==> src/inc/sct_defines.svh <==
// register offsets, bit positions, reset values and counts for the core
`ifndef SCT_DEFINES_SVH
`define SCT_DEFINES_SVH
// ---------------------------------------------------------------
// register byte offsets
// ---------------------------------------------------------------
`define SCT_A_STS 8'h00
`define SCT_A_RXD 8'h04
`define SCT_A_TXD 8'h08
`define SCT_A_CRA 8'h0c
`define SCT_A_CRB 8'h10
`define SCT_A_CRC 8'h14
`define SCT_A_BRR 8'h18
`define SCT_A_REQ 8'h1c
// ---------------------------------------------------------------
// status bit positions
// ---------------------------------------------------------------
`define SCT_S_TXC 1
`define SCT_S_RXNE 2
`define SCT_S_IDLE 6
// ---------------------------------------------------------------
// reset values and counts
// ---------------------------------------------------------------
`define SCT_BRR_RST 16'h0001
`define SCT_ONES12 12'hfff
`define SCT_OS16_LAST 4'hf
`define SCT_OS8_LAST 4'h7
`define SCT_MID16 4'h8
`define SCT_MID8 4'h4
`define SCT_STOP2 2'h2
`endif

==> src/inc/sct_pkg.sv <==
// types shared by the serial character core
package sct_pkg;
   typedef enum logic [1:0] {
      RX_IDLE = 2'b00,
      RX_START = 2'b01,
      RX_DATA = 2'b10,
      RX_STOP = 2'b11
   } sct_rx_state_t;
   typedef struct packed {
      logic idle_int_en;
      logic rx_not_empty_int_en;
      logic tx_complete_int_en;
      logic tx_empty_int_en;
      logic parity_odd;
      logic parity_enable;
      logic [1:0] word_length_sel;
      logic oversample_sel;
      logic receiver_enable;
      logic transmitter_enable;
      logic module_enable;
   } sct_ctrl_a_t;
endpackage

==> src/core/sct_core.sv <==
// serial character transmit and receive core with apb register slave
//
// Implementation choices: the placing of the registers and the APB interface to the registers.
`timescale 1ns/100ps
`default_nettype none
`include "sct_defines.svh"
//
// Functional notes
// - idle frame precedes first data frame
// - lsb first, start low, stop high
// - move to shifter sets buffer empty
// - transmit data write clears buffer empty
// - busy transmitter keeps word in holding
// - idle transmitter loads word at once
// - frame end with empty buffer sets complete
// - break after current frame, then cleared
// - break request cleared early sends nothing
// - receiver assembles lsb first in shifter
// - transfer to data register sets not-empty
// - not-empty clear by read, or zero write in single-buffer mode
// - received break counts as frame error
// - received idle frame flags idle interrupt
// - sampling at 8x or 16x baud
// - overrun keeps old data, drops new
// - overrun clears on status then data read
// - noise flag set with not-empty
// - missing stop bit sets frame error
// - word length 8, 9 or 7 bits
module sct_core #(
   parameter int BAUD_W = 16
) (
   input wire logic pclk,
   input wire logic presetn,
   input wire logic psel,
   input wire logic penable,
   input wire logic pwrite,
   input wire logic [7:0] paddr,
   input wire logic [31:0] pwdata,
   output logic [31:0] prdata,
   output logic pready,
   output logic pslverr,
   input wire logic rxd,
   output logic txd,
   output logic irq,
   output logic tx_dma_req,
   output logic rx_dma_req
);
   import sct_pkg::*;

   // ------------------------------------------------------------
   // functions
   // ------------------------------------------------------------
   // word length decode
   function automatic logic [3:0] wl_bits(input logic [1:0] s);
      case (s)
         2'h1: wl_bits = 4'h9;
         2'h2: wl_bits = 4'h7;
         default: wl_bits = 4'h8;
      endcase
   endfunction

   // start low, data lsb first, stop ones
   function automatic logic [11:0] frame(input logic [8:0] d,
                                         input logic [3:0] nb);
      logic [11:0] v;
      v = 12'hffe;
      for (int i = 0; i < 9; i++) begin
         if (4'(i) < nb) begin
            v[i+1] = d[i];
         end
      end
      return v;
   endfunction

   // parity replaces the top data bit
   function automatic logic [8:0] add_par(input logic [8:0] d,
                                          input logic [3:0] nb,
                                          input logic odd);
      logic [8:0] v;
      logic p;
      v = d;
      p = odd;
      for (int i = 0; i < 8; i++) begin
         if (4'(i) < 4'(nb - 4'h1)) begin
            p = p ^ d[i];
         end
      end
      v[4'(nb - 4'h1)] = p;
      return v;
   endfunction

   function automatic logic maj3(input logic [2:0] s);
      return (s[0] & s[1]) | (s[0] & s[2]) | (s[1] & s[2]);
   endfunction

   // ------------------------------------------------------------
   // declarations
   // ------------------------------------------------------------
   sct_ctrl_a_t cra;
   logic [1:0] stop_bits_sel;
   logic error_int_en, dma_rx_en, dma_tx_en;
   logic [BAUD_W-1:0] baud_div, div_cnt;
   logic break_send_request;
   logic [8:0] tx_hold, rx_data, rx_sh, rx_algn, txw;
   logic tx_buffer_empty_flag, tx_complete_flag, rx_not_empty_flag;
   logic overrun_flag, noise_flag, framing_err_flag, idle_flag;
   logic sts_seen, acc, hit, os_tick;
   logic wr_sts, wr_txd, wr_cra, wr_crb, wr_crc, wr_brr, wr_req;
   logic rd_sts, rd_rxd;
   logic [31:0] rd_val;
   logic [3:0] os_last, os_mid, nbits, flen;
   logic te_q, idle_pend, tx_brk, tx_run, tx_busy, bit_end, tx_done;
   logic ld_idle, ld_brk, ld_data;
   logic [3:0] tx_os, tx_left, rx_os, rx_idx, idle_bits;
   logic [11:0] tx_shift;
   sct_rx_state_t rx_st;
   logic [2:0] smp;
   logic rx_run, rx_mid, bitv, bit_nz, nf_acc, idle_arm;
   logic rx_done, rx_clr, rxne_eff, idle_hit;

   // ------------------------------------------------------------
   // apb slave
   // ------------------------------------------------------------
   // zero wait states; unmapped offsets answer with pslverr
   assign acc = psel & penable;
   assign pready = 1'h1;
   assign hit = (paddr[1:0] == 2'h0) && (paddr <= `SCT_A_REQ);
   assign pslverr = acc & !hit;
   assign wr_sts = acc & pwrite & (paddr == `SCT_A_STS);
   assign wr_txd = acc & pwrite & (paddr == `SCT_A_TXD);
   assign wr_cra = acc & pwrite & (paddr == `SCT_A_CRA);
   assign wr_crb = acc & pwrite & (paddr == `SCT_A_CRB);
   assign wr_crc = acc & pwrite & (paddr == `SCT_A_CRC);
   assign wr_brr = acc & pwrite & (paddr == `SCT_A_BRR);
   assign wr_req = acc & pwrite & (paddr == `SCT_A_REQ);
   assign rd_sts = acc & !pwrite & (paddr == `SCT_A_STS);
   assign rd_rxd = acc & !pwrite & (paddr == `SCT_A_RXD);

   always_comb begin
      rd_val = 32'h0;
      case (paddr)
         `SCT_A_STS: rd_val = {25'h0, idle_flag, framing_err_flag,
                               noise_flag, overrun_flag,
                               rx_not_empty_flag, tx_complete_flag,
                               tx_buffer_empty_flag};
         `SCT_A_RXD: rd_val = {23'h0, rx_data};
         `SCT_A_CRA: rd_val = {20'h0, cra};
         `SCT_A_CRB: rd_val = {30'h0, stop_bits_sel};
         `SCT_A_CRC: rd_val = {29'h0, dma_tx_en, dma_rx_en, error_int_en};
         `SCT_A_BRR: rd_val = 32'(baud_div);
         `SCT_A_REQ: rd_val = {31'h0, break_send_request};
         default: rd_val = 32'h0;
      endcase
   end

   // read data is captured in the setup phase so it comes from a flop
   always_ff @(posedge pclk or negedge presetn) begin
      if (!presetn) begin
         prdata <= 32'h0;
      end else if (psel && !penable && !pwrite) begin
         prdata <= rd_val;
      end
   end

   always_ff @(posedge pclk or negedge presetn) begin
      if (!presetn) begin
         cra <= '0;
         stop_bits_sel <= 2'h0;
         error_int_en <= 1'h0;
         dma_rx_en <= 1'h0;
         dma_tx_en <= 1'h0;
         baud_div <= BAUD_W'(`SCT_BRR_RST);
      end else begin
         if (wr_cra) begin
            cra <= sct_ctrl_a_t'(pwdata[11:0]);
         end
         if (wr_crb) begin
            stop_bits_sel <= pwdata[1:0];
         end
         if (wr_crc) begin
            {dma_tx_en, dma_rx_en, error_int_en} <= pwdata[2:0];
         end
         if (wr_brr) begin
            baud_div <= pwdata[BAUD_W-1:0];
         end
      end
   end

   // ------------------------------------------------------------
   // oversampling tick
   // ------------------------------------------------------------
   // bit period is 16 or 8 ticks
   assign os_last = cra.oversample_sel ? `SCT_OS8_LAST : `SCT_OS16_LAST;
   assign os_mid = cra.oversample_sel ? `SCT_MID8 : `SCT_MID16;
   // a divider of zero behaves as one
   assign os_tick = BAUD_W'(div_cnt + 1'h1) >= baud_div;
   assign nbits = wl_bits(cra.word_length_sel);
   assign flen = 4'(nbits + ((stop_bits_sel == `SCT_STOP2) ? 4'h3 : 4'h2));

   always_ff @(posedge pclk or negedge presetn) begin
      if (!presetn) begin
         div_cnt <= '0;
      end else if (!cra.module_enable || os_tick) begin
         div_cnt <= '0;
      end else begin
         div_cnt <= BAUD_W'(div_cnt + 1'h1);
      end
   end

   // ------------------------------------------------------------
   // transmitter
   // ------------------------------------------------------------
   // clearing the enable freezes the frame where it stands
   assign tx_run = cra.module_enable & cra.transmitter_enable;
   assign tx_busy = tx_left != 4'h0;
   assign bit_end = tx_run & tx_busy & os_tick & (tx_os == os_last);
   assign tx_done = bit_end & (tx_left == 4'h1);
   // break waits for the current frame, before held data
   assign ld_idle = tx_run & !tx_busy & idle_pend;
   // a withdrawn request never reaches the shifter
   assign ld_brk = tx_run & !tx_busy & !idle_pend & break_send_request;
   // idle shifter takes the word at once
   // held word moves only once the shifter is free
   assign ld_data = tx_run & !tx_busy & !idle_pend & !break_send_request
                    & !tx_buffer_empty_flag;
   assign txw = cra.parity_enable ?
                add_par(tx_hold, nbits, cra.parity_odd) : tx_hold;
   assign txd = tx_shift[0];

   // enable edge queues one idle frame
   always_ff @(posedge pclk or negedge presetn) begin
      if (!presetn) begin
         te_q <= 1'h0;
         idle_pend <= 1'h0;
      end else begin
         te_q <= cra.transmitter_enable;
         if (ld_idle) begin
            idle_pend <= 1'h0;
         end
         if (cra.transmitter_enable && !te_q) begin
            idle_pend <= 1'h1;
         end
      end
   end

   always_ff @(posedge pclk or negedge presetn) begin
      if (!presetn) begin
         tx_shift <= `SCT_ONES12;
         tx_left <= 4'h0;
         tx_os <= 4'h0;
         tx_brk <= 1'h0;
      end else if (ld_idle || ld_brk || ld_data) begin
         tx_shift <= ld_idle ? `SCT_ONES12 :
                     frame(ld_brk ? 9'h0 : txw, nbits);
         tx_left <= flen;
         tx_os <= 4'h0;
         tx_brk <= ld_brk;
      end else if (tx_run && tx_busy && os_tick) begin
         if (tx_os == os_last) begin
            tx_os <= 4'h0;
            tx_shift <= {1'h1, tx_shift[11:1]};
            tx_left <= 4'(tx_left - 4'h1);
         end else begin
            tx_os <= 4'(tx_os + 4'h1);
         end
      end
   end

   always_ff @(posedge pclk or negedge presetn) begin
      if (!presetn) begin
         tx_hold <= 9'h0;
         tx_buffer_empty_flag <= 1'h1;
      end else begin
         if (wr_txd) begin
            tx_hold <= pwdata[8:0];
         end
         if (wr_txd) begin
            tx_buffer_empty_flag <= 1'h0;
         end else if (ld_data) begin
            tx_buffer_empty_flag <= 1'h1;
         end
      end
   end

   always_ff @(posedge pclk or negedge presetn) begin
      if (!presetn) begin
         tx_complete_flag <= 1'h0;
         break_send_request <= 1'h0;
      end else begin
         if (wr_txd || (wr_sts && !pwdata[`SCT_S_TXC])) begin
            tx_complete_flag <= 1'h0;
         end
         if (tx_done && tx_buffer_empty_flag) begin
            tx_complete_flag <= 1'h1;
         end
         if (tx_done && tx_brk) begin
            break_send_request <= 1'h0;
         end
         if (wr_req) begin
            break_send_request <= pwdata[0];
         end
      end
   end

   // ------------------------------------------------------------
   // receiver
   // ------------------------------------------------------------
   // decisions use the three samples before mid-bit
   assign rx_run = cra.module_enable & cra.receiver_enable;
   assign rx_mid = rx_run & os_tick & (rx_st != RX_IDLE)
                   & (rx_os == os_mid);
   assign bitv = maj3(smp);
   assign bit_nz = !(&smp) & (|smp);
   assign rx_done = rx_mid & (rx_st == RX_STOP);
   assign rx_algn = rx_sh >> (4'h9 - nbits);
   // a whole frame of ones after a character
   assign idle_hit = rx_run & os_tick & (rx_st == RX_IDLE) & rxd
                     & idle_arm & (rx_os == os_last)
                     & (idle_bits == 4'(flen - 4'h1));

   always_ff @(posedge pclk or negedge presetn) begin
      if (!presetn) begin
         rx_st <= RX_IDLE;
         rx_os <= 4'h0;
         rx_idx <= 4'h0;
         rx_sh <= 9'h0;
         smp <= 3'h7;
         nf_acc <= 1'h0;
         idle_arm <= 1'h0;
         idle_bits <= 4'h0;
      end else if (!rx_run) begin
         rx_st <= RX_IDLE;
         rx_os <= 4'h0;
         idle_arm <= 1'h0;
         idle_bits <= 4'h0;
      end else if (os_tick) begin
         smp <= {smp[1:0], rxd};
         if (rx_st != RX_IDLE) begin
            rx_os <= (rx_os == os_last) ? 4'h0 : 4'(rx_os + 4'h1);
         end
         case (rx_st)
            RX_IDLE: begin
               // start needs a falling edge: a break leaves the line low
               if (!rxd && smp[0]) begin
                  rx_st <= RX_START;
                  rx_os <= 4'h1;
                  nf_acc <= 1'h0;
                  idle_bits <= 4'h0;
               end else if (idle_arm && rxd) begin
                  if (rx_os == os_last) begin
                     rx_os <= 4'h0;
                     idle_bits <= 4'(idle_bits + 4'h1);
                  end else begin
                     rx_os <= 4'(rx_os + 4'h1);
                  end
                  if (idle_hit) begin
                     idle_arm <= 1'h0;
                  end
               end
            end
            RX_START: begin
               if (rx_os == os_mid) begin
                  nf_acc <= bit_nz;
                  rx_idx <= 4'h0;
                  rx_st <= bitv ? RX_IDLE : RX_DATA;
               end
            end
            RX_DATA: begin
               if (rx_os == os_mid) begin
                  nf_acc <= nf_acc | bit_nz;
                  rx_sh <= {bitv, rx_sh[8:1]};
                  rx_idx <= 4'(rx_idx + 4'h1);
                  if (rx_idx == 4'(nbits - 4'h1)) begin
                     rx_st <= RX_STOP;
                  end
               end
            end
            RX_STOP: begin
               if (rx_os == os_mid) begin
                  rx_st <= RX_IDLE;
                  rx_os <= 4'h0;
                  idle_arm <= 1'h1;
                  idle_bits <= 4'h0;
               end
            end
            default: begin
               rx_st <= RX_IDLE;
            end
         endcase
      end
   end

   // multi-buffer mode follows the receive dma enable
   // read clears; zero write only in single-buffer mode
   assign rx_clr = rd_rxd | (wr_sts & !pwdata[`SCT_S_RXNE] & !dma_rx_en);
   // a character landing on the clearing cycle is still taken
   assign rxne_eff = rx_not_empty_flag & !rx_clr;

   always_ff @(posedge pclk or negedge presetn) begin
      if (!presetn) begin
         rx_data <= 9'h0;
         rx_not_empty_flag <= 1'h0;
         overrun_flag <= 1'h0;
         noise_flag <= 1'h0;
         framing_err_flag <= 1'h0;
         sts_seen <= 1'h0;
         idle_flag <= 1'h0;
      end else begin
         if (rd_sts) begin
            sts_seen <= 1'h1;
         end else if (rd_rxd) begin
            sts_seen <= 1'h0;
         end
         if (rd_rxd && sts_seen) begin
            overrun_flag <= 1'h0;
            noise_flag <= 1'h0;
            framing_err_flag <= 1'h0;
         end
         if (rx_clr) begin
            rx_not_empty_flag <= 1'h0;
         end
         if (rx_done && !rxne_eff) begin
            rx_not_empty_flag <= 1'h1;
            rx_data <= rx_algn;
            noise_flag <= nf_acc | bit_nz;
            // break ends in a low stop bit
            framing_err_flag <= !bitv;
         // old data stays, new is dropped
         end else if (rx_done) begin
            overrun_flag <= 1'h1;
         end
         if (wr_sts && !pwdata[`SCT_S_IDLE]) begin
            idle_flag <= 1'h0;
         end
         if (idle_hit) begin
            idle_flag <= 1'h1;
         end
      end
   end

   // ------------------------------------------------------------
   // interrupt and dma requests
   // ------------------------------------------------------------
   assign tx_dma_req = tx_buffer_empty_flag & dma_tx_en;
   assign rx_dma_req = rx_not_empty_flag & dma_rx_en;

   always_ff @(posedge pclk or negedge presetn) begin
      if (!presetn) begin
         irq <= 1'h0;
      end else begin
         // noise and frame error interrupt only in multi-buffer mode
         irq <= (tx_buffer_empty_flag & cra.tx_empty_int_en)
              | (tx_complete_flag & cra.tx_complete_int_en)
              | (rx_not_empty_flag & cra.rx_not_empty_int_en)
              | (overrun_flag & (cra.rx_not_empty_int_en | error_int_en))
              | ((noise_flag | framing_err_flag) & error_int_en & dma_rx_en)
              | (idle_flag & cra.idle_int_en);
      end
   end
endmodule
`default_nettype wire

==> config.mk <==
export PLATFORM = sky130hd
export DESIGN_NAME = sct_core
export DESIGN_NICKNAME = d
export VERILOG_FILES = /design/src/inc/sct_pkg.sv /design/src/core/sct_core.sv
export VERILOG_INCLUDE_DIRS = /design/src /design/src/inc
export SDC_FILE = /design/constraint.sdc
export NUM_CORES = 1
export LEC_CHECK = 0
export ABC_AREA = 0
export BUFFER_PORTS_ARGS = -buffer_cell sky130_fd_sc_hd__buf_2
export CORE_ASPECT_RATIO = 0.7
export CORE_UTILIZATION = 50
export CTS_BUF_LIST = sky130_fd_sc_hd__clkbuf_2 sky130_fd_sc_hd__clkbuf_4 sky130_fd_sc_hd__clkbuf_8
export DETAILED_ROUTE_END_ITERATION = 12
export HOLD_SLACK_MARGIN = 0.03
export MAX_ROUTING_LAYER = met4
export PLACE_DENSITY = 0.71
export REMOVE_ABC_BUFFERS = 1
export SYNTH_ARGS = -nofsm -noshare
export SYNTH_HDL_FRONTEND = slang
export SYNTH_SLANG_ARGS = --single-unit
==> constraint.sdc <==
create_clock -name pclk -period 8.6 [get_ports pclk]
set_input_delay 0.86 -clock pclk [delete_from_list [all_inputs] [get_ports pclk]]
set_output_delay 0.86 -clock pclk [all_outputs]
set_load 0.05 [all_outputs]
==> impl_metrics.env, run 1 <==
export IMPL_syn_to_final_growth_pct=8.979
export IMPL_pin_count=84
export IMPL_ir_drop_mv=0.09334
export IMPL_drt_pass1_iter_count=5
export IMPL_synth_top_area_share=0.4051
export IMPL_grt_pass1_vias=5841
export IMPL_grt_pass1_wl_um=30840
export IMPL_start_util=0.5230
export IMPL_ctsHoldBuffers=0
export IMPL_synth_mux_area_frac=0.1104
export IMPL_setup_viol=0
export IMPL_drtIter0Drc=553
export IMPL_final_min_clock_period_ps=4381
export IMPL_critical_path_class="reg -> reg"
export IMPL_syn_inst=775
export IMPL_antenna_cells=0
export IMPL_required_ps=8940
export IMPL_cts_repair_resized=0
export IMPL_cap_violations=0
export IMPL_nets=897
export IMPL_grt_max_degree=77
export IMPL_ys_types=72
export IMPL_synth_compound_area_frac=0.1365
export IMPL_synth_seq_cells=142
export IMPL_yosys_most_used_dff="dfrtp_1"
export IMPL_dpl_hpwl_um=14200
export IMPL_numCtsBuffers=17
export IMPL_die_area_um2=16200
export IMPL_clk_insertion_delay_late_ps=460
export IMPL_synth_adder_area_share=0.05965
export IMPL_gp_congestion=0.8999
export IMPL_ys_seq_area_frac=0.4553
export IMPL_worst_pin_slew_ps=1200
export IMPL_syn_area_per_cell_um2=10.12
export IMPL_clock_tree_root_cell="clkbuf_8"
export IMPL_clock_sinks=142
export IMPL_cts_setup_buffers=0
export IMPL_cp_max_fo=21
export IMPL_die_x_um=151.7
export IMPL_yosys_area_share_simple=0.1561
export IMPL_core_area_um2=15000
export IMPL_p_per_area_nw_per_um2=147.9
export IMPL_ctsLongestPathBuffers=2
export IMPL_worstSetupEndpointType="flip-flop"
export IMPL_rsz0062_at_grt="no"
export IMPL_dieHeight_um=106.8
export IMPL_yosysTopAreaCell="dfrtp_1"
export IMPL_leakage_uw=0.004149
export IMPL_drc=0
export IMPL_synth_edf_count=0
export IMPL_worst_slack_ps=4219
export IMPL_slew_violations=0
export IMPL_hp_class="in -> async"
export IMPL_synth_xor_area_frac=0.03190
export IMPL_synth_most_common_cell="dfrtp_1"
export IMPL_hold_viol=0
export IMPL_cts_clk_slew_worst_paths_ps=100
export IMPL_worst_setup_path_start_kind="flip-flop"
export IMPL_synth_top_family_by_area="simple AND/OR/NAND/NOR gates"
export IMPL_fin_crit_sh=0.5095
export IMPL_syn_area_um2=7845
export IMPL_antenna_found_initial=0
export IMPL_yosysWarnings=0
export IMPL_ys_async_sr_fraction=1.000
export IMPL_drive_gt1_frac=0.2114
export IMPL_relSlewSlack=0.1970
export IMPL_num_vias=6085
export IMPL_ys_top_cells_by_area="dfrtp_1 41%, mux2_2 8.5%, ha_1 5.6%"
export IMPL_cts_htree_levels=4
export IMPL_outcome="complete, no violations"
export IMPL_grt_usage=0.2583
export IMPL_drt_total_wl_um=19190
export IMPL_whs_ps=364.3
export IMPL_fin_tns_setup_ps=0
export IMPL_io_buffer_count=50
export IMPL_finalClockSkew_ps=21.01
export IMPL_preCtsSetupSlack_ps=4288
export IMPL_arrival_ps=4720
export IMPL_wire_per_inst_um=18.76
export IMPL_via_per_inst=5.948
export IMPL_synth_common_cells="127 x dfrtp_1, 91 x nand2_1, 59 x mux2_2"
export IMPL_max_clock_freq_ghz=0.2282
export IMPL_rows=37
export IMPL_grt_overflow=0
export IMPL_cts_tree="yes"
export IMPL_ant_nets=0
-- report_power, final --
part           switching [uW]  internal (uW)  total [uW]
clock                     291            218         509
combinational            54.7           18.0        72.7
sequential               9.48            674         683
total                     355            910        1260
-- critical path, stage by stage (launching register included) --
cell and delay (ps):
dfrtp_1 420, nand3_1 110, or2_2 340, or4_1 510, xnor2_1 200, ha_1 300, nand4_2 150, nor2_1 90
nor4_4 640, and2_1 760, o21ai_2 380, mux2_2 360
-- cells by family (layout without fill, tap and decap cells) --
kind of cell,Yosys count,in the layout
AO/OA/AOI/OAI,159,159
XOR/XNOR,27,27
adder cells (fa/ha/maj),37,37
buffers and inverters,82,120
flip-flops,142,142
multiplexers,79,79
other,2,17
AND/OR/NAND/NOR,247,247
-- path summary, 6_finish.rpt --
check	slack (ps)	endpoint	cells after the start	startpoint
max	4220	tx_left[1]	11	div_cnt[6]
min	360	baud_div[14]	1	presetn
max reg2reg	4220	tx_left[1]	11	div_cnt[6]
min reg2reg	440	idle_pend	1	te_q
max in group asynchronous	6800	idle_bits[0]	2	presetn
min in group pclk	440	idle_pend	1	te_q
-- per-layer routing --
metal,global-route usage,vias to the layer above,wire [um]
li1,-,2812,-
met1,0.3791,3008,9297
met2,0.3562,235,8303
met3,0.05830,30,1288
met4,0.07143,0,302
met5,-,-,0
-- flip-flops by register name, indices dropped and copies added (netlist names), 9 cells and up --
| signal | count |
|---|---|
| baud_div | 16 |
| cra | 12 |
| div_cnt | 16 |
| prdata | 16 |
| rx_data | 9 |
| rx_sh | 9 |
| tx_hold | 9 |
| tx_shift | 10 |
-- layout by cell type, fill, tap and decap left out, drive strengths merged, types with 5 or more instances in the layout --
cell,netlist,layout
clkinv,0,5
ha,35,35
and3,23,23
a21oi,30,30
mux2i,19,19
xnor2,17,17
nand2,91,91
a31oi,5,5
conb,2,17
inv,36,42
nand3,26,26
nor2b,6,6
o22ai,8,8
a22oi,6,6
nor2,45,45
clkbuf,21,18
a21o,7,7
a222oi,9,9
buf,25,52
xor2,9,9
nand2b,7,7
o21ai,56,56
dfrtp,127,127
a211oi,9,9
or3,5,5
nor3b,5,5
and2,5,5
nor3,14,14
o21a,5,5
dfstp,15,15
mux2,60,60
-- layout make-up --
class / count / area [um^2]
Multi-Input combinational cell: 566 / 3949
Sequential cell: 142 / 3572
Tap cell: 195 / 244.0
Fill cell: 1303 / 6450
Timing Repair Buffer: 52 / 271.5
Clock buffer: 18 / 247.7
Clock inverter: 14 / 130.1
Inverter: 36 / 135.1
-- per-stage QoR --
step	total power, uW	util	cell area [um^2]	std cells
final	1265	0.5700	8549	1023
after global routing	1314	0.5700	8549	1023
after CTS	1276	0.5700	8549	1023
after detailed placement	769.4	0.5448	8172	991
after global placement	767.2	0.5448	8172	991
after floorplan	733.2	-	7651	744
No activity file was read; power rests on OpenSTA's default activity.
==> run 2: changes to the inputs <==
--- a/config.mk
+++ b/config.mk
@@ -14,7 +14,7 @@
 export DETAILED_ROUTE_END_ITERATION = 12
 export HOLD_SLACK_MARGIN = 0.03
 export MAX_ROUTING_LAYER = met4
-export PLACE_DENSITY = 0.71
+export PLACE_DENSITY = 0.73
 export REMOVE_ABC_BUFFERS = 1
 export SYNTH_ARGS = -nofsm -noshare
 export SYNTH_HDL_FRONTEND = slang
==> constraint.sdc (replaced) <==
create_clock -name pclk -period 3.8 [get_ports pclk]
set_input_delay 0.38 -clock pclk [delete_from_list [all_inputs] [get_ports pclk]]
set_output_delay 0.38 -clock pclk [all_outputs]
set_load 0.05 [all_outputs]
==> impl_metrics.env, run 2 (synthesis gave the netlist of run 1 again) <==
export IMPL_layout_cells_most_common_list="127 x dfrtp_1, 91 x nand2_1, 59 x mux2_2"
export IMPL_cp_startpoint="div_cnt[6]"
export IMPL_worst_pin_slew_ps=973.8
export IMPL_syn_to_final_growth_pct=10.88
export IMPL_cap_violations=0
export IMPL_leakage_uw=0.004227
export IMPL_max_clock_freq_ghz=0.2692
export IMPL_drc=0
export IMPL_nets=911
export IMPL_drtIter0Drc=574
export IMPL_r2r_cells=12
export IMPL_power_uw=2967
export IMPL_rsz0062_at_grt="yes"
export IMPL_ir_drop_mv=0.1871
export IMPL_worstSetupEndpointType="flip-flop"
export IMPL_drive_gt1_frac=0.2257
export IMPL_wire_per_inst_um=17.94
export IMPL_slew_violations=0
export IMPL_outcome="complete, no violations"
export IMPL_drt_pass1_iter_count=7
export IMPL_antenna_found_initial=0
export IMPL_ctsLongestPathBuffers=2
export IMPL_worst_slack_ps=84.69
export IMPL_pin_count=84
export IMPL_fin_crit_sh=0.9777
export IMPL_worst_setup_path_start_kind="flip-flop"
export IMPL_dpl_hpwl_um=13730
export IMPL_core_area_um2=15000
export IMPL_rows=37
export IMPL_gp_congestion=0.8942
export IMPL_clk_insertion_delay_late_ps=440
export IMPL_cell_internal_pwr_uw=2179
export IMPL_final_min_clock_period_ps=3715
export IMPL_setup_viol=0
export IMPL_cts_clk_slew_worst_paths_ps=90
export IMPL_finalClockSkew_ps=14.63
export IMPL_grt_pass1_wl_um=29730
export IMPL_cp_max_fo=4
export IMPL_ant_nets=0
export IMPL_reg_largest_list="baud_div: 16 flops, div_cnt: 16 flops, prdata: 16 flops"
export IMPL_clkPwrFrac=0.422
export IMPL_die_x_um=151.7
export IMPL_critical_path_class="reg -> reg"
export IMPL_clock_tree_root_cell="clkbuf_8"
export IMPL_hp_class="in -> async"
export IMPL_required_ps=4160
export IMPL_drt_total_wl_um=18600
export IMPL_swShare=0.2656
export IMPL_power_net_switching_uw=788.2
export IMPL_combPwrFrac=0.056
export IMPL_die_area_um2=16200
export IMPL_p_seq_frac=0.521
export IMPL_r2r_start="div_cnt[6]"
export IMPL_preCtsSetupSlack_ps=42.85
export IMPL_clock_sinks=142
export IMPL_hold_viol=0
export IMPL_grt_overflow=0
export IMPL_relSlewSlack=0.3508
export IMPL_arrival_ps=4070
export IMPL_cts_htree_levels=4
export IMPL_via_per_inst=5.843
export IMPL_cts_tree="yes"
export IMPL_grt_max_degree=108
export IMPL_grt_pass1_vias=5572
export IMPL_antenna_cells=0
export IMPL_fill_cells=1296
export IMPL_num_vias=6059
export IMPL_layout_commonest_cell="dfrtp_1"
export IMPL_io_buffer_count=50
export IMPL_numCtsBuffers=17
export IMPL_p_per_area_nw_per_um2=341.2
export IMPL_grt_usage=0.2499
export IMPL_start_util=0.5230
export IMPL_dieHeight_um=106.8
[run 2: changes by cell type in the layout (fill, tap and decap cells not counted), sizes merged]
cell	change
bufinv	+2
buf	+14
inv	-1
clkinv	-1
[run 2: worst paths after layout]
check | slack [ps] | endpoint
worst min-delay path | 30 | baud_div[13]
worst max-delay path | 80 | rx_os[1]
worst max register to register | 80 | rx_os[1]
max in group asynchronous | 2850 | tx_shift[1]
worst min register to register | 470 | prdata[2]
min in group pclk | 130 | baud_div[15]
[run 2: repair_timing]
item                                   4_1_cts  5_1_grt
buffers inserted                             0        3
setup endpoints to repair                    0       25
hold buffers                                 0        0
resized for setup                            0        3
endpoints found under the hold margin        0        0
[run 2: area by class of cell]
cell class,count,area [um^2],share of cell area
inverters,36,135.1,0.01554
clock inverters,14,157.7,0.01812
multi-input cells,566,3965,0.4558
well taps,195,244.0,0.02805
repair buffers,66,376.6,0.04330
flip-flops and latches,142,3572,0.4107
clock buffers,18,247.7,0.02848
[run 2: power groups by stage]
stage,clock [uW],combinational [uW],sequential (uW)
floorplan,0,87.5,1570
global placement,0,165,1580
detailed placement,0,168,1580
CTS,1260,169,1550
global route,1340,185,1550
finish,1250,167,1550
[run 2: critical path, cell delays in order (launching register included)]
cell and delay [ps]:
dfrtp_1 410, nand3_1 110, or2_2 330, or4_1 490, xnor2_1 160, ha_1 340
nand4_2 170, a2111oi_4 360, o211ai_4 160, and2_1 220, buf_4 170, or4b_1 520
o22ai_1 180
[run 2: stage by stage]
stage	TNS, ps	std cells	hold WS (ps)	cell area [um^2]	utilization
floorplan	0	744	84.41	7651	-
global placement	0	1002	403.9	8254	0.5503
detailed placement	0	1002	460.9	8254	0.5503
CTS	0	1034	96.43	8660	0.5773
global route	-43.42	1037	126.3	8698	0.5799
finish	0	1037	26.81	8698	0.5799
[run 2: metal layers]
metal  track usage  wire [um]  up-vias
met5             -          0        -
met4       0.06789        217        0
met2        0.3273       7608      208
met1        0.3864       9246     2985
li1              -          -     2844
met3       0.04979       1527       22
==> run 3: changes to the inputs <==
--- a/config.mk
+++ b/config.mk
@@ -8,6 +8,7 @@
 export LEC_CHECK = 0
 export ABC_AREA = 0
 export BUFFER_PORTS_ARGS = -buffer_cell sky130_fd_sc_hd__buf_2
+export CAP_MARGIN = 30
 export CORE_ASPECT_RATIO = 0.7
 export CORE_UTILIZATION = 50
 export CTS_BUF_LIST = sky130_fd_sc_hd__clkbuf_2 sky130_fd_sc_hd__clkbuf_4 sky130_fd_sc_hd__clkbuf_8
==> constraint.sdc (replaced) <==
create_clock -name pclk -period 3.8 [get_ports pclk]
set_input_delay 0.95 -clock pclk [delete_from_list [all_inputs] [get_ports pclk]]
set_output_delay 0.95 -clock pclk [all_outputs]
set_load 0.05 [all_outputs]
==> impl_metrics.env, run 3 (synthesis gave the netlist of run 1 again) <==
export IMPL_outcome="complete, no violations"
export IMPL_drt_pass1_iter_count=5
export IMPL_clkPwrFrac=0.431
export IMPL_cts_htree_levels=4
export IMPL_fin_tns_setup_ps=0
export IMPL_swShare=0.2555
export IMPL_dieHeight_um=106.8
export IMPL_wire_per_inst_um=17.86
export IMPL_syn_to_final_growth_pct=12.14
export IMPL_clock_sinks=142
export IMPL_cp_max_fo=5
export IMPL_via_per_inst=5.802
export IMPL_cts_clk_slew_worst_paths_ps=90
export IMPL_hold_path_endpoint="idle_pend"
export IMPL_ctsHoldBuffers=0
export IMPL_worst_pin_slew_ps=811.6
export IMPL_p_per_area_nw_per_um2=342.6
export IMPL_rows=37
export IMPL_worstSetupEndpointType="flip-flop"
export IMPL_r2r_end="rx_os[1]"
export IMPL_layout_commonest_cell="dfrtp_1"
export IMPL_worst_setup_path_start_kind="flip-flop"
export IMPL_die_x_um=151.7
export IMPL_ant_nets=0
export IMPL_nets=919
export IMPL_relSlewSlack=0.4588
export IMPL_drive_gt1_frac=0.2376
export IMPL_pin_count=84
export IMPL_r2r_cells=12
export IMPL_required_ps=4160
export IMPL_cell_internal_pwr_uw=2244
export IMPL_critical_path_class="reg -> reg"
export IMPL_die_area_um2=16200
export IMPL_dpl_hpwl_um=13760
export IMPL_rsz0062_at_grt="no"
export IMPL_final_min_clock_period_ps=3626
export IMPL_setup_viol=0
export IMPL_drtIter0Drc=567
export IMPL_leakage_uw=0.004277
export IMPL_slew_violations=0
export IMPL_whs_path_depth=1
export IMPL_numCtsBuffers=17
export IMPL_fin_crit_sh=0.9541
export IMPL_ctsLongestPathBuffers=2
export IMPL_hold_viol=0
export IMPL_antenna_cells=0
export IMPL_hp_class="reg -> reg"
export IMPL_grt_max_degree=69
export IMPL_power_uw=3014
export IMPL_fill_cells=1265
export IMPL_cap_violations=0
export IMPL_grt_pass1_vias=5489
export IMPL_grt_usage=0.2491
export IMPL_finalClockSkew_ps=17.28
export IMPL_clk_insertion_delay_late_ps=460
export IMPL_power_net_switching_uw=770.1
export IMPL_num_vias=6063
export IMPL_gp_congestion=0.8873
export IMPL_ir_drop_mv=0.2340
export IMPL_cts_tree="yes"
export IMPL_grt_overflow=0
export IMPL_drc=0
export IMPL_layout_cells_most_common_list="126 x dfrtp_1, 91 x nand2_1, 59 x mux2_2"
export IMPL_io_buffer_count=50
export IMPL_r2r_start="div_cnt[8]"
export IMPL_rrSetupSlack_ps=170
export IMPL_start_util=0.5230
export IMPL_core_area_um2=15000
export IMPL_min_from="te_q"
export IMPL_combPwrFrac=0.056
export IMPL_max_clock_freq_ghz=0.2758
export IMPL_clock_tree_root_cell="clkbuf_8"
export IMPL_antenna_found_initial=0
export IMPL_grt_pass1_wl_um=29530
export IMPL_arrival_ps=3990
export IMPL_p_seq_frac=0.513
export IMPL_drt_total_wl_um=18660
export IMPL_reg_largest_list="baud_div: 16 flops, div_cnt: 16 flops, prdata: 16 flops"
## run 3: how the worst max path moves through the flow
stage                       to        from  slack (ps)
global placement    tx_left[1]  div_cnt[6]          90
finish                rx_os[1]  div_cnt[8]         170
CTS                   rx_os[2]  div_cnt[6]          60
detailed placement  tx_left[1]  div_cnt[6]          10
floorplan           tx_left[1]  div_cnt[6]         170
global route          rx_os[1]  div_cnt[8]           8
## run 3: power by group through the flow
stage	combinational, uW	sequential (uW)	clock [uW]
5_1_grt	187	1550	1370
6_report	169	1550	1300
2_1_floorplan	87.5	1570	0
4_1_cts	169	1550	1310
3_5_place_dp	168	1580	0
3_3_place_gp	167	1570	0
## run 3: through the flow
step | worst slack [ps] | hold WS (ps) | cells | cell area [um^2] | util
after floorplan | 172.1 | 399.6 | 744 | 7651 | -
after global placement | 85.15 | 404.7 | 1005 | 8277 | 0.5518
after detailed placement | 13.10 | 450.7 | 1005 | 8277 | 0.5518
after CTS | 61.63 | 460.1 | 1037 | 8705 | 0.5803
after global routing | 8.194 | 466.1 | 1045 | 8797 | 0.5865
final | 174.3 | 448.9 | 1045 | 8797 | 0.5865
## run 3: cell type report
| cell class | instances | area [um^2] | area share |
|---|---|---|---|
| Multi-Input combinational cell | 566 | 3988 | 0.4533 |
| Sequential cell | 142 | 3573 | 0.4062 |
| Timing Repair Buffer | 74 | 436.7 | 0.04964 |
| Clock buffer | 19 | 255.2 | 0.02901 |
| Tap cell | 195 | 244.0 | 0.02773 |
| Clock inverter | 13 | 165.2 | 0.01877 |
| Inverter | 36 | 135.1 | 0.01536 |
## run 3: metal layers
layer  part of all wire  vias up  GRT usage
met3              0.087       15    0.05745
met2               0.40      251     0.3153
met4             0.0072        0    0.05587
met1               0.50     2938     0.3939
met5                  0        -          -
li1                   -     2859          -
## run 3: what timing repair did
item / in CTS / in global routing
setup buffers: 0 / 8
gates resized for setup: 1 / 6
endpoints found under the setup margin: 1 / 55
pin swaps: 0 / 4
## run 3: worst max-delay path, stage by stage (launching register included)
cell	delay (ps)
dfrtp_1	400
nand3_1	100
or2_2	330
or4_1	500
xnor2_1	170
ha_1	370
nand4_4	140
a2111oi_4	280
o211ai_4	150
and2_1	230
buf_4	170
or4b_1	530
o22ai_1	170
